<file path="src/logic/adc_conversion_clocking_defines.svh">
// What this block does
// - external mode: serial clock is master clock
// - external mode: one word per 612 clocks
// - oscillator mode: 64 kHz, 612 periods per word
// - oscillator mode: serial clock never times conversions
// - conversions start by themselves after reset
// - asynchronous read clock up to 2 MHz, synchronised
// - external mode: read bit rate equals master clock
// - word ready and select low: data out low, in external mode only from the first clock rise
// - twenty-four clock cycles shift one word, twenty-five in external mode
// - clock held high 200 to 2000 us: sleep
// - clock low 10 us wakes, conversions resume
`ifndef ADC_CONVERSION_CLOCKING_DEFINES_SVH
`define ADC_CONVERSION_CLOCKING_DEFINES_SVH
`define CONV_DIV 612
`define CONV_CNT_W 10
`define WORD_BITS 24
`define BIT_CNT_W 5
`define WORD_LAST_BIT 23
`define CLK_FREQ_KHZ 125000
`define INTERNAL_OSC_FREQ_KHZ 64
`define OSC_DIV_CYC (`CLK_FREQ_KHZ / `INTERNAL_OSC_FREQ_KHZ)
`define SLEEP_ENTRY_MIN_US 200
`define SLEEP_ENTRY_MAX_US 2000
`define SLEEP_ENTRY_CYC ((`SLEEP_ENTRY_MIN_US * `CLK_FREQ_KHZ + 999) / 1000)
`define WAKE_LOW_MIN_US 10
`define WAKE_LOW_CYC ((`WAKE_LOW_MIN_US * `CLK_FREQ_KHZ + 999) / 1000)
`define EARLY_RISE_OSC 17
`endif

</file>
<file path="src/logic/adc_conversion_clocking_pkg.sv">
package adc_conversion_clocking_pkg;
  // conversion word as it leaves the filter, msb first on the wire
  typedef struct packed {
    logic lead_zero;
    logic overrange;
    logic osc_detect;
    logic pad_zero;
    logic [19:0] data;
  } conv_word_t;

  typedef enum logic [3:0] {
    ST_IDLE = 4'b0001,
    ST_READY = 4'b0010,
    ST_SHIFT = 4'b0100,
    ST_SLEEP = 4'b1000
  } port_state_t;
endpackage : adc_conversion_clocking_pkg

</file>
<file path="src/logic/adc_conversion_clocking.sv">
`timescale 1ns/1ps
`include "adc_conversion_clocking_defines.svh"
module adc_conversion_clocking
  import adc_conversion_clocking_pkg::*;
#(
  parameter bit INT_OSC = 1'b0,
  parameter int CNT_W = 16,
  parameter int OSC_DIV_CYC = `OSC_DIV_CYC,
  parameter int SLEEP_ENTRY_CYC = `SLEEP_ENTRY_CYC,
  parameter int WAKE_LOW_CYC = `WAKE_LOW_CYC
) (
  // clock and reset
  input wire logic i_clk,
  input wire logic i_rst_b,
  // serial port pins
  input wire logic i_sclk,
  input wire logic i_cs_b,
  output logic o_serial_data_out,
  output logic o_serial_data_out_oe,
  // filter side
  input wire conv_word_t i_conv_word,
  output logic o_conv_done,
  output logic o_asleep
);

  localparam int CONV_LAST = `CONV_DIV - 1;
  localparam int EARLY_RISE_AT = `CONV_DIV - `EARLY_RISE_OSC;

  // pin synchronisers; stage one feeds stage two only
  logic sclk_s1_q;
  logic sclk_s2_q;
  logic sclk_s3_q;
  logic cs_s1_q;
  logic cs_s2_q;
  logic sclk_rise;
  logic sclk_fall;

  always_ff @(posedge i_clk or negedge i_rst_b) begin
    if (!i_rst_b) begin
      sclk_s1_q <= 1'b0;
      sclk_s2_q <= 1'b0;
      sclk_s3_q <= 1'b0;
      cs_s1_q <= 1'b1;
      cs_s2_q <= 1'b1;
    end else begin
      sclk_s1_q <= i_sclk;
      sclk_s2_q <= sclk_s1_q;
      sclk_s3_q <= sclk_s2_q;
      cs_s1_q <= i_cs_b;
      cs_s2_q <= cs_s1_q;
    end
  end

  assign sclk_rise = sclk_s2_q & ~sclk_s3_q;
  assign sclk_fall = ~sclk_s2_q & sclk_s3_q;

  // timing and port state
  logic [CNT_W-1:0] osc_cnt_q;
  logic [CNT_W-1:0] osc_cnt_d;
  logic [`CONV_CNT_W-1:0] conv_cnt_q;
  logic [`CONV_CNT_W-1:0] conv_cnt_d;
  logic [CNT_W-1:0] hi_cnt_q;
  logic [CNT_W-1:0] hi_cnt_d;
  logic [CNT_W-1:0] lo_cnt_q;
  logic [CNT_W-1:0] lo_cnt_d;
  logic [`BIT_CNT_W-1:0] bit_q;
  logic [`BIT_CNT_W-1:0] bit_d;
  logic skip_q;
  logic skip_d;
  conv_word_t word_q;
  conv_word_t word_d;
  port_state_t state_q;
  port_state_t state_d;
  logic sdo_q;
  logic sdo_d;
  logic sdo_oe_q;
  logic sdo_oe_d;
  logic done_q;
  logic done_d;
  logic asleep_q;
  logic asleep_d;
  logic osc_tick;
  logic master_tick;
  logic conv_end;

  // on-chip oscillator stand-in: enable pulse at the nominal rate
  always_comb begin
    osc_tick = 1'b0;
    if (osc_cnt_q == CNT_W'(OSC_DIV_CYC - 1)) begin
      osc_cnt_d = '0;
      osc_tick = 1'b1;
    end else begin
      osc_cnt_d = osc_cnt_q + 1'b1;
    end
  end

  always_ff @(posedge i_clk or negedge i_rst_b) begin
    if (!i_rst_b) begin
      osc_cnt_q <= '0;
    end else begin
      osc_cnt_q <= osc_cnt_d;
    end
  end

  // idle-level watch; saturates so a parked pin never wraps under the threshold
  always_comb begin
    hi_cnt_d = '0;
    lo_cnt_d = '0;
    if (sclk_s2_q) begin
      hi_cnt_d = (hi_cnt_q == '1) ? hi_cnt_q : hi_cnt_q + 1'b1;
    end else begin
      lo_cnt_d = (lo_cnt_q == '1) ? lo_cnt_q : lo_cnt_q + 1'b1;
    end
  end

  always_ff @(posedge i_clk or negedge i_rst_b) begin
    if (!i_rst_b) begin
      hi_cnt_q <= '0;
      lo_cnt_q <= '0;
    end else begin
      hi_cnt_q <= hi_cnt_d;
      lo_cnt_q <= lo_cnt_d;
    end
  end

  always_comb begin
    conv_cnt_d = conv_cnt_q;
    bit_d = bit_q;
    skip_d = skip_q;
    word_d = word_q;
    state_d = state_q;
    done_d = 1'b0;
    // oscillator mode never looks at the serial clock for timing
    master_tick = INT_OSC ? osc_tick : sclk_rise;
    conv_end = master_tick && (conv_cnt_q == `CONV_CNT_W'(CONV_LAST));
    // free-running divider, no start command needed
    if (state_q != ST_SLEEP && master_tick) begin
      conv_cnt_d = conv_end ? '0 : conv_cnt_q + 1'b1;
    end
    unique case (state_q)
      ST_IDLE, ST_READY: begin
        if (conv_end) begin
          // a fresh word replaces an unread one
          word_d = i_conv_word;
          done_d = 1'b1;
          state_d = ST_READY;
        end else if (state_q == ST_READY && INT_OSC && master_tick &&
                     conv_cnt_q == `CONV_CNT_W'(EARLY_RISE_AT - 1)) begin
          // unread word withdrawn shortly before the next one
          state_d = ST_IDLE;
        end else if (state_q == ST_READY && !cs_s2_q && (INT_OSC || sclk_rise)) begin
          state_d = ST_SHIFT;
          bit_d = `BIT_CNT_W'(`WORD_LAST_BIT);
          skip_d = ~INT_OSC;
        end
      end
      ST_SHIFT: begin
        // words arriving mid-read are dropped
        if (cs_s2_q) begin
          state_d = ST_IDLE;
        end else if (sclk_fall) begin
          if (skip_q) begin
            skip_d = 1'b0;
          end else if (bit_q == '0) begin
            state_d = ST_IDLE;
          end else begin
            bit_d = bit_q - 1'b1;
          end
        end
      end
      ST_SLEEP: begin
        if (lo_cnt_q >= CNT_W'(WAKE_LOW_CYC)) begin
          state_d = ST_IDLE;
          conv_cnt_d = '0;
        end
      end
    endcase
    if (state_q != ST_SLEEP && hi_cnt_q >= CNT_W'(SLEEP_ENTRY_CYC)) begin
      state_d = ST_SLEEP;
      conv_cnt_d = '0;
      done_d = 1'b0;
    end

    // the word's leading zero doubles as the completion signal
    sdo_d = (state_d == ST_SHIFT) ? word_d[bit_d] : 1'b1;
    sdo_oe_d = ~cs_s2_q;
    asleep_d = (state_d == ST_SLEEP);
  end

  always_ff @(posedge i_clk or negedge i_rst_b) begin
    if (!i_rst_b) begin
      conv_cnt_q <= '0;
      bit_q <= '0;
      skip_q <= 1'b0;
      word_q <= '0;
      state_q <= ST_IDLE;
      sdo_q <= 1'b1;
      sdo_oe_q <= 1'b0;
      done_q <= 1'b0;
      asleep_q <= 1'b0;
    end else begin
      conv_cnt_q <= conv_cnt_d;
      bit_q <= bit_d;
      skip_q <= skip_d;
      word_q <= word_d;
      state_q <= state_d;
      sdo_q <= sdo_d;
      sdo_oe_q <= sdo_oe_d;
      done_q <= done_d;
      asleep_q <= asleep_d;
    end
  end

  assign o_serial_data_out = sdo_q;
  assign o_serial_data_out_oe = sdo_oe_q;
  assign o_conv_done = done_q;
  assign o_asleep = asleep_q;

endmodule : adc_conversion_clocking

</file>
<file path="config.mk">
export PLATFORM = sky130hd
export DESIGN_NAME = adc_conversion_clocking
export DESIGN_NICKNAME = d
export VERILOG_FILES = /design/src/logic/adc_conversion_clocking_pkg.sv /design/src/logic/adc_conversion_clocking.sv
export VERILOG_INCLUDE_DIRS = /design/src /design/src/logic
export SDC_FILE = /design/constraint.sdc
export NUM_CORES = 1
export LEC_CHECK = 0
export ABC_CLOCK_PERIOD_IN_PS = 8750
export BUFFER_PORTS_ARGS = -buffer_cell sky130_fd_sc_hd__buf_2
export CAP_MARGIN = 20
export CORE_MARGIN = 8
export CORE_UTILIZATION = 35
export DETAILED_ROUTE_END_ITERATION = 16
export PLACE_DENSITY = 0.6
export SYNTH_ARGS = -nofsm -noshare
export SYNTH_HDL_FRONTEND = slang
export SYNTH_SLANG_ARGS = --single-unit
</file>
<file path="constraint.sdc">
create_clock -name i_clk -period 8.75 [get_ports i_clk]
set_input_delay 0.4375 -clock i_clk [delete_from_list [all_inputs] [get_ports i_clk]]
set_output_delay 0.4375 -clock i_clk [all_outputs]
set_load 0.05 [all_outputs]
</file>
==> impl_metrics.yaml, run 1 <==
grt:
  grt-ovfl-total: 0
  grt_pass1_wl_um: 15590
  grt_pass1_vias: 3360
  antenna_found_initial: 0
  track_usage_pct: 11.60
  grt_max_degree: 86
logic_synthesis:
  syn_avg_cell_area_um2: 9.732
  synth_flop_cell: "dfrtp_1"
  synth-seq-area-share_pct: 49.01
  synth-edff-count: 0
  synthDistinctLibCells: 53
  yosys_warnings: 0
  synth_area_mm2: 0.004350
  synth_cells: 447
  mappedNetlistNets: 481
  synth.ff_latch_count: 85
  async_flop_share_pct: 100.0
clock_network:
  numCtsBuffers: 9
  cts_setup_buffers: 0
  cts_resized: 0
  cts_root_buffer: "clkbuf_16"
  clkTransAtPathRegs_ps: 60
  cts_buffer_depth: 2
  cts_tree: "done"
  clock_latency_ps: 330
  h-tree-depth: 3
  ctsHoldBuffers: 0
  cts_sinks: 85
critical_path:
  worstPathRequired_ps: 9000
  crit_type: "flop to flop"
  end_kind: "flop"
  crit_fanout: 28
  critPathLaunchType: "flop"
  cp.arrival_ps: 3900
route:
  vias: 3222
  drt_iter0_drc: 124
  drc_errors: 0
  drtPass1Iterations: 4
  viasPerCell: 4.942
  drt-total-wl_um: 8751
  wl_per_cell_um: 13.42
  drtAntennaViolNets: 0
floorplanning:
  die_h_um: 127.5
  core_region_area_mm2: 0.01206
  die_area_mm2: 0.01625
  rows: 40
  initial_utilization_pct: 36.07
  die_w_um: 127.5
  io_pins: 32
timing:
  skew_ps: 5.222
  tightest_slew_ps: 933.7
  hold-worst-slack_ps: 99.32
  slew_violations: 0
  fin_crit_ps: 3655
  post-route-period-util_pct: 41.77
  rsz0062_at_grt: "false"
  fmax_ghz: 0.2736
  setup_ws_ps: 5095
  setup_viol: 0
  finalSetupTns_ps: 0
  slew-limit-headroom_pct: 37.76
  finalHoldViolCount: 0
final_layout:
  nNetsFinal: 513
  final_common_cell: "nand2_1"
  mostFrequentLayoutCells: "nand2_1 (92), dfrtp_1 (81), nor2_1 (51), buf_2 (30), nand3_1 (24)"
  final_util_pct: 41.30
  drive_gt1_share_pct: 14.05
  syn2layout_area_growth_pct: 14.50
  design_area_mm2: 0.004981
  diodes: 0
power:
  p_leak_nw: 2.222
  power_density_mw_per_mm2: 171.8
  vdd_drop_max_v: 0.00009559
placed_design:
  place_hpwl_um: 6068
  io_buffers: 31
  place_area_mm2: 0.004667
  place_congestion: 0.8183
  dp_slack_ps: 5127
min_path:
  hold_path_class: "primary input to asynchronous set/reset pin"
outcome:
  outcome: "complete, no violations"
run:
  drv_cap: 0
## final timing paths
path                                     endpoint       from  cells after the start  slack, ps
worst max-delay path            o_serial_data_out  sclk_s2_q                      8       5100
worst min-delay path                  lo_cnt_q[4]    i_rst_b                      1        100
worst max register to register  o_serial_data_out  sclk_s2_q                      8       5100
worst min register to register          sclk_s2_q  sclk_s1_q                      0        360
max in group asynchronous       o_serial_data_out    i_rst_b                      2       7980
min in group i_clk                        cs_s1_q     i_cs_b                      1        200
## through the flow
stage	std cells	power, mW
floorplan	447	0.4628
global placement	635	0.4846
detailed placement	635	0.4875
CTS	651	0.8666
global route	652	0.8979
finish	652	0.8555
## state kept, by name, indices dropped and copies added, names as in the netlist
register              count
word_q                   24
hi_cnt_q                 16
lo_cnt_q                 16
conv_cnt_q               10
bit_q                     5
state_q                   4
cs_s1_q                   1
cs_s2_q                   1
o_asleep                  1
o_conv_done               1
o_serial_data_out         1
o_serial_data_out_oe      1
sclk_s1_q                 1
sclk_s2_q                 1
sclk_s3_q                 1
skip_q                    1
## worst max-delay path, cell delays in order (launching register included)
cell,delay (ps)
dfrtp_1,860
nand2b_1,470
nor4_1,650
a211oi_4,110
buf_4,250
mux4_2,470
a22oi_1,190
a21oi_1,80
or4_1,470
## report_power, final
group / switching (mW) / internal, mW / leakage [nW] / total, mW
logic: 0.0299 / 0.0229 / 1.05 / 0.0528
registers: 0.0193 / 0.409 / 1.03 / 0.428
clock network: 0.146 / 0.228 / 0.143 / 0.374
## cells in the mapped netlist, types with 2 or more instances
cell	n	share of area, %
nand4_1	12	1.7
and3_1	2	0.29
nor3_2	2	0.46
o211ai_1	2	0.35
nand3_1	24	2.8
inv_1	10	0.86
nand2b_1	3	0.43
a22oi_1	3	0.52
nor4b_1	3	0.60
dfrtp_1	81	47
o32a_1	2	0.46
o21ai_0	5	0.58
mux2i_1	10	2.3
nor4_1	6	0.86
mux4_2	7	3.6
buf_2	2	0.23
ha_1	6	1.7
a211o_1	2	0.40
buf_6	2	0.52
nand2_1	92	7.9
xnor2_1	16	3.2
and2_1	7	1.0
dfstp_2	4	2.4
or4_1	4	0.69
a311oi_1	2	0.40
and4_1	2	0.40
o211a_1	2	0.46
or4b_1	3	0.69
a21oi_1	11	1.3
a31oi_1	2	0.29
clkbuf_1	9	0.78
nor3_1	8	0.92
or2_1	3	0.43
xor2_1	20	4.0
nor2_1	51	4.4
or3_1	7	1.0
nor2b_1	4	0.58
## routing by layer
metal	vias up	share of wire, %	track usage, %
met5	-	0	0
met4	0	1.7	5.038
met3	8	3.8	2.080
met2	63	46	18.80
met1	1546	49	14.88
li1	1605	-	-
## kinds of logic after synthesis
family / count (synthesis) / synth area share, %
DFF: 85 / 49.01
adders and majority gates: 6 / 1.726
xor gates and xnor gates: 36 / 7.248
and+or+nand+nor: 239 / 27.12
muxes: 17 / 5.925
buffers and inverters: 25 / 2.560
AOI/OAI and AO/OA: 39 / 6.414
## layout make-up
class / count / area (µm²)
fill: 1183 / 7081
sequential: 85 / 2132
multi-input combinational: 337 / 2107
clock buffer: 12 / 246.5
tap: 168 / 210.2
timing repair buffer: 34 / 192.7
clock inverter: 4 / 47.55
inverter: 12 / 45.04
Power figures use the tool's default switching activity.
==> run 2: changes to the inputs <==
--- a/config.mk
+++ b/config.mk
@@ -6,7 +6,7 @@
 export SDC_FILE = /design/constraint.sdc
 export NUM_CORES = 1
 export LEC_CHECK = 0
-export ABC_CLOCK_PERIOD_IN_PS = 8750
+export ABC_CLOCK_PERIOD_IN_PS = 3740
 export BUFFER_PORTS_ARGS = -buffer_cell sky130_fd_sc_hd__buf_2
 export CAP_MARGIN = 20
 export CORE_MARGIN = 8
==> constraint.sdc (replaced) <==
create_clock -name i_clk -period 3.74 [get_ports i_clk]
set_input_delay 0.187 -clock i_clk [delete_from_list [all_inputs] [get_ports i_clk]]
set_output_delay 0.187 -clock i_clk [all_outputs]
set_load 0.05 [all_outputs]
==> run 2 against run 1 <==
  * Routed wire length increased by 3.0%
  * Die area unchanged
  * Final area increased by 1.4%
  * Sequential cell count unchanged
==> impl_metrics.yaml, run 2 (synthesized netlist as in run 1, its figures left out) <==
outcome:
  outcome: "complete, no violations"
clock_network:
  clkTransAtPathRegs_ps: 60
  cts_root_buffer: "clkbuf_16"
  cts_tree: "done"
  cts_resized: 0
  cts_buffer_depth: 2
  ctsHoldBuffers: 2
  clock_latency_ps: 340
  cts_setup_buffers: 0
  cts_sinks: 85
  h-tree-depth: 3
  numCtsBuffers: 9
final_layout:
  reg_top3: "word_q: 24 flops, hi_cnt_q: 16 flops, lo_cnt_q: 16 flops"
  diodes: 0
  nFillCells: 1187
  mostFrequentLayoutCells: "nand2_1 (92), dfrtp_1 (81), nor2_1 (51), buf_2 (30), nand3_1 (24)"
  nNetsFinal: 521
  design_area_mm2: 0.005050
  largest_register: "word_q"
  largest_reg_flops: 24
  final_util_pct: 41.87
  drive_gt1_share_pct: 14.84
  fin_cells: 660
  syn2layout_area_growth_pct: 16.08
  final_common_cell: "nand2_1"
critical_path:
  end_kind: "flop"
  r2r_slack_ps: 280
  slowest_delay_ps: 650
  path_delay_family: "simple AND/OR/NAND/NOR gates"
  cp.arrival_ps: 3710
  path_depth: 10
  crit_path_top_delay_cell: "nor4b_1"
  crit_chain: "inv_1 -> ha_1 -> nor4b_1 -> nor4_4 -> a211oi_4 -> buf_4 -> mux4_2 -> a22oi_1 -> a21oi_1 -> or4_1"
  crit_type: "flop to flop"
  crit_start: "bit_q[0]"
  critPathLaunchType: "flop"
  path_buf_inv: 2
  reg2regPathDepth: 10
  crit_fanout: 17
  reg2reg_from: "bit_q[0]"
  worstPathRequired_ps: 3990
timing:
  slew-limit-headroom_pct: 43.56
  tightest_slew_ps: 844.8
  finalHoldViolCount: 0
  finalSetupTns_ps: 0
  skew_ps: 7.277
  slew_violations: 0
  fin_crit_ps: 3465
  rsz0062_at_grt: "false"
  setup_viol: 0
  post-route-period-util_pct: 92.64
  fmax_ghz: 0.2886
floorplanning:
  die_area_mm2: 0.01625
  die_w_um: 127.5
  io_pins: 32
  die_h_um: 127.5
  core_region_area_mm2: 0.01206
  rows: 40
  initial_utilization_pct: 36.07
power:
  power_density_mw_per_mm2: 397.9
  intPower_mw: 1.549
  switching_power_mw: 0.4605
  p_leak_nw: 2.262
  p_comb_share_pct: 6.6
  p_seq_share_pct: 49.7
  vdd_drop_max_v: 0.0002482
  swShare_pct: 22.92
  p_clk_share_pct: 43.7
route:
  viasPerCell: 4.929
  drt_iter0_drc: 187
  wl_per_cell_um: 13.66
  drtPass1Iterations: 4
  drt-total-wl_um: 9014
  drtAntennaViolNets: 0
  drc_errors: 0
  vias: 3253
min_path:
  min_from: "i_conv_word[15]"
  hold_path_class: "primary input to flop"
  min_path_cells: 3
grt:
  grt_pass1_wl_um: 16110
  antenna_found_initial: 0
  track_usage_pct: 12.08
  grt_pass1_vias: 3390
  grt-ovfl-total: 0
  grt_max_degree: 86
placed_design:
  io_buffers: 31
  place_hpwl_um: 6348
  place_inst: 640
  place_area_mm2: 0.004705
  place_congestion: 0.7920
run:
  drv_cap: 0
-- run 2: layout make-up --
type	instances	area, µm²	area share [%]
Clock inverter	4	48.80	0.9663
Timing Repair Buffer	42	260.3	5.154
Inverter	12	45.04	0.8920
Multi-Input combinational cell	337	2107	41.72
Sequential cell	85	2132	42.22
Clock buffer	12	246.5	4.881
Tap cell	168	210.2	4.163
-- run 2: final timing paths --
check,end
setup reg to reg,o_serial_data_out
hold reg to reg,cs_s2_q
min in group asynchronous,lo_cnt_q[2]
max in group asynchronous,o_serial_data_out
hold / removal,word_q[15]
setup / recovery,o_serial_data_out
-- run 2: stage by stage --
| step | worst slack, ps | hold WS, ps | power (mW) |
|---|---|---|---|
| floorplan | 542.9 | -108.6 | 1.083 |
| global placement | 443.9 | 292.4 | 1.137 |
| detailed placement | 326.1 | 293.2 | 1.142 |
| CTS | 312.4 | 46.08 | 2.037 |
| global route | 51.94 | 58.93 | 2.106 |
| finish | 275.3 | 58.52 | 2.009 |
-- run 2: power by group through the flow --
| stage | clock [mW] | sequential [mW] | combinational [mW] |
|---|---|---|---|
| 6_report | 0.878 | 0.999 | 0.133 |
| 3_5_place_dp | 0 | 1.01 | 0.127 |
| 4_1_cts | 0.907 | 0.998 | 0.131 |
| 3_3_place_gp | 0 | 1.01 | 0.124 |
| 2_1_floorplan | 0 | 1.01 | 0.0753 |
| 5_1_grt | 0.948 | 1.01 | 0.153 |
-- run 2: worst min-delay path, delay by kind of cell --
family | cells | cell delay, ps
simple gates | 2 | 90
buf+inv | 1 | 80
-- run 2: layer usage --
layer	global-route usage, %	wire length (µm)	vias up
li1	-	-	1622
met1	15.84	4389	1571
met2	18.80	4232	52
met3	3.286	277	8
met4	4.129	114	0
met5	0	0	-
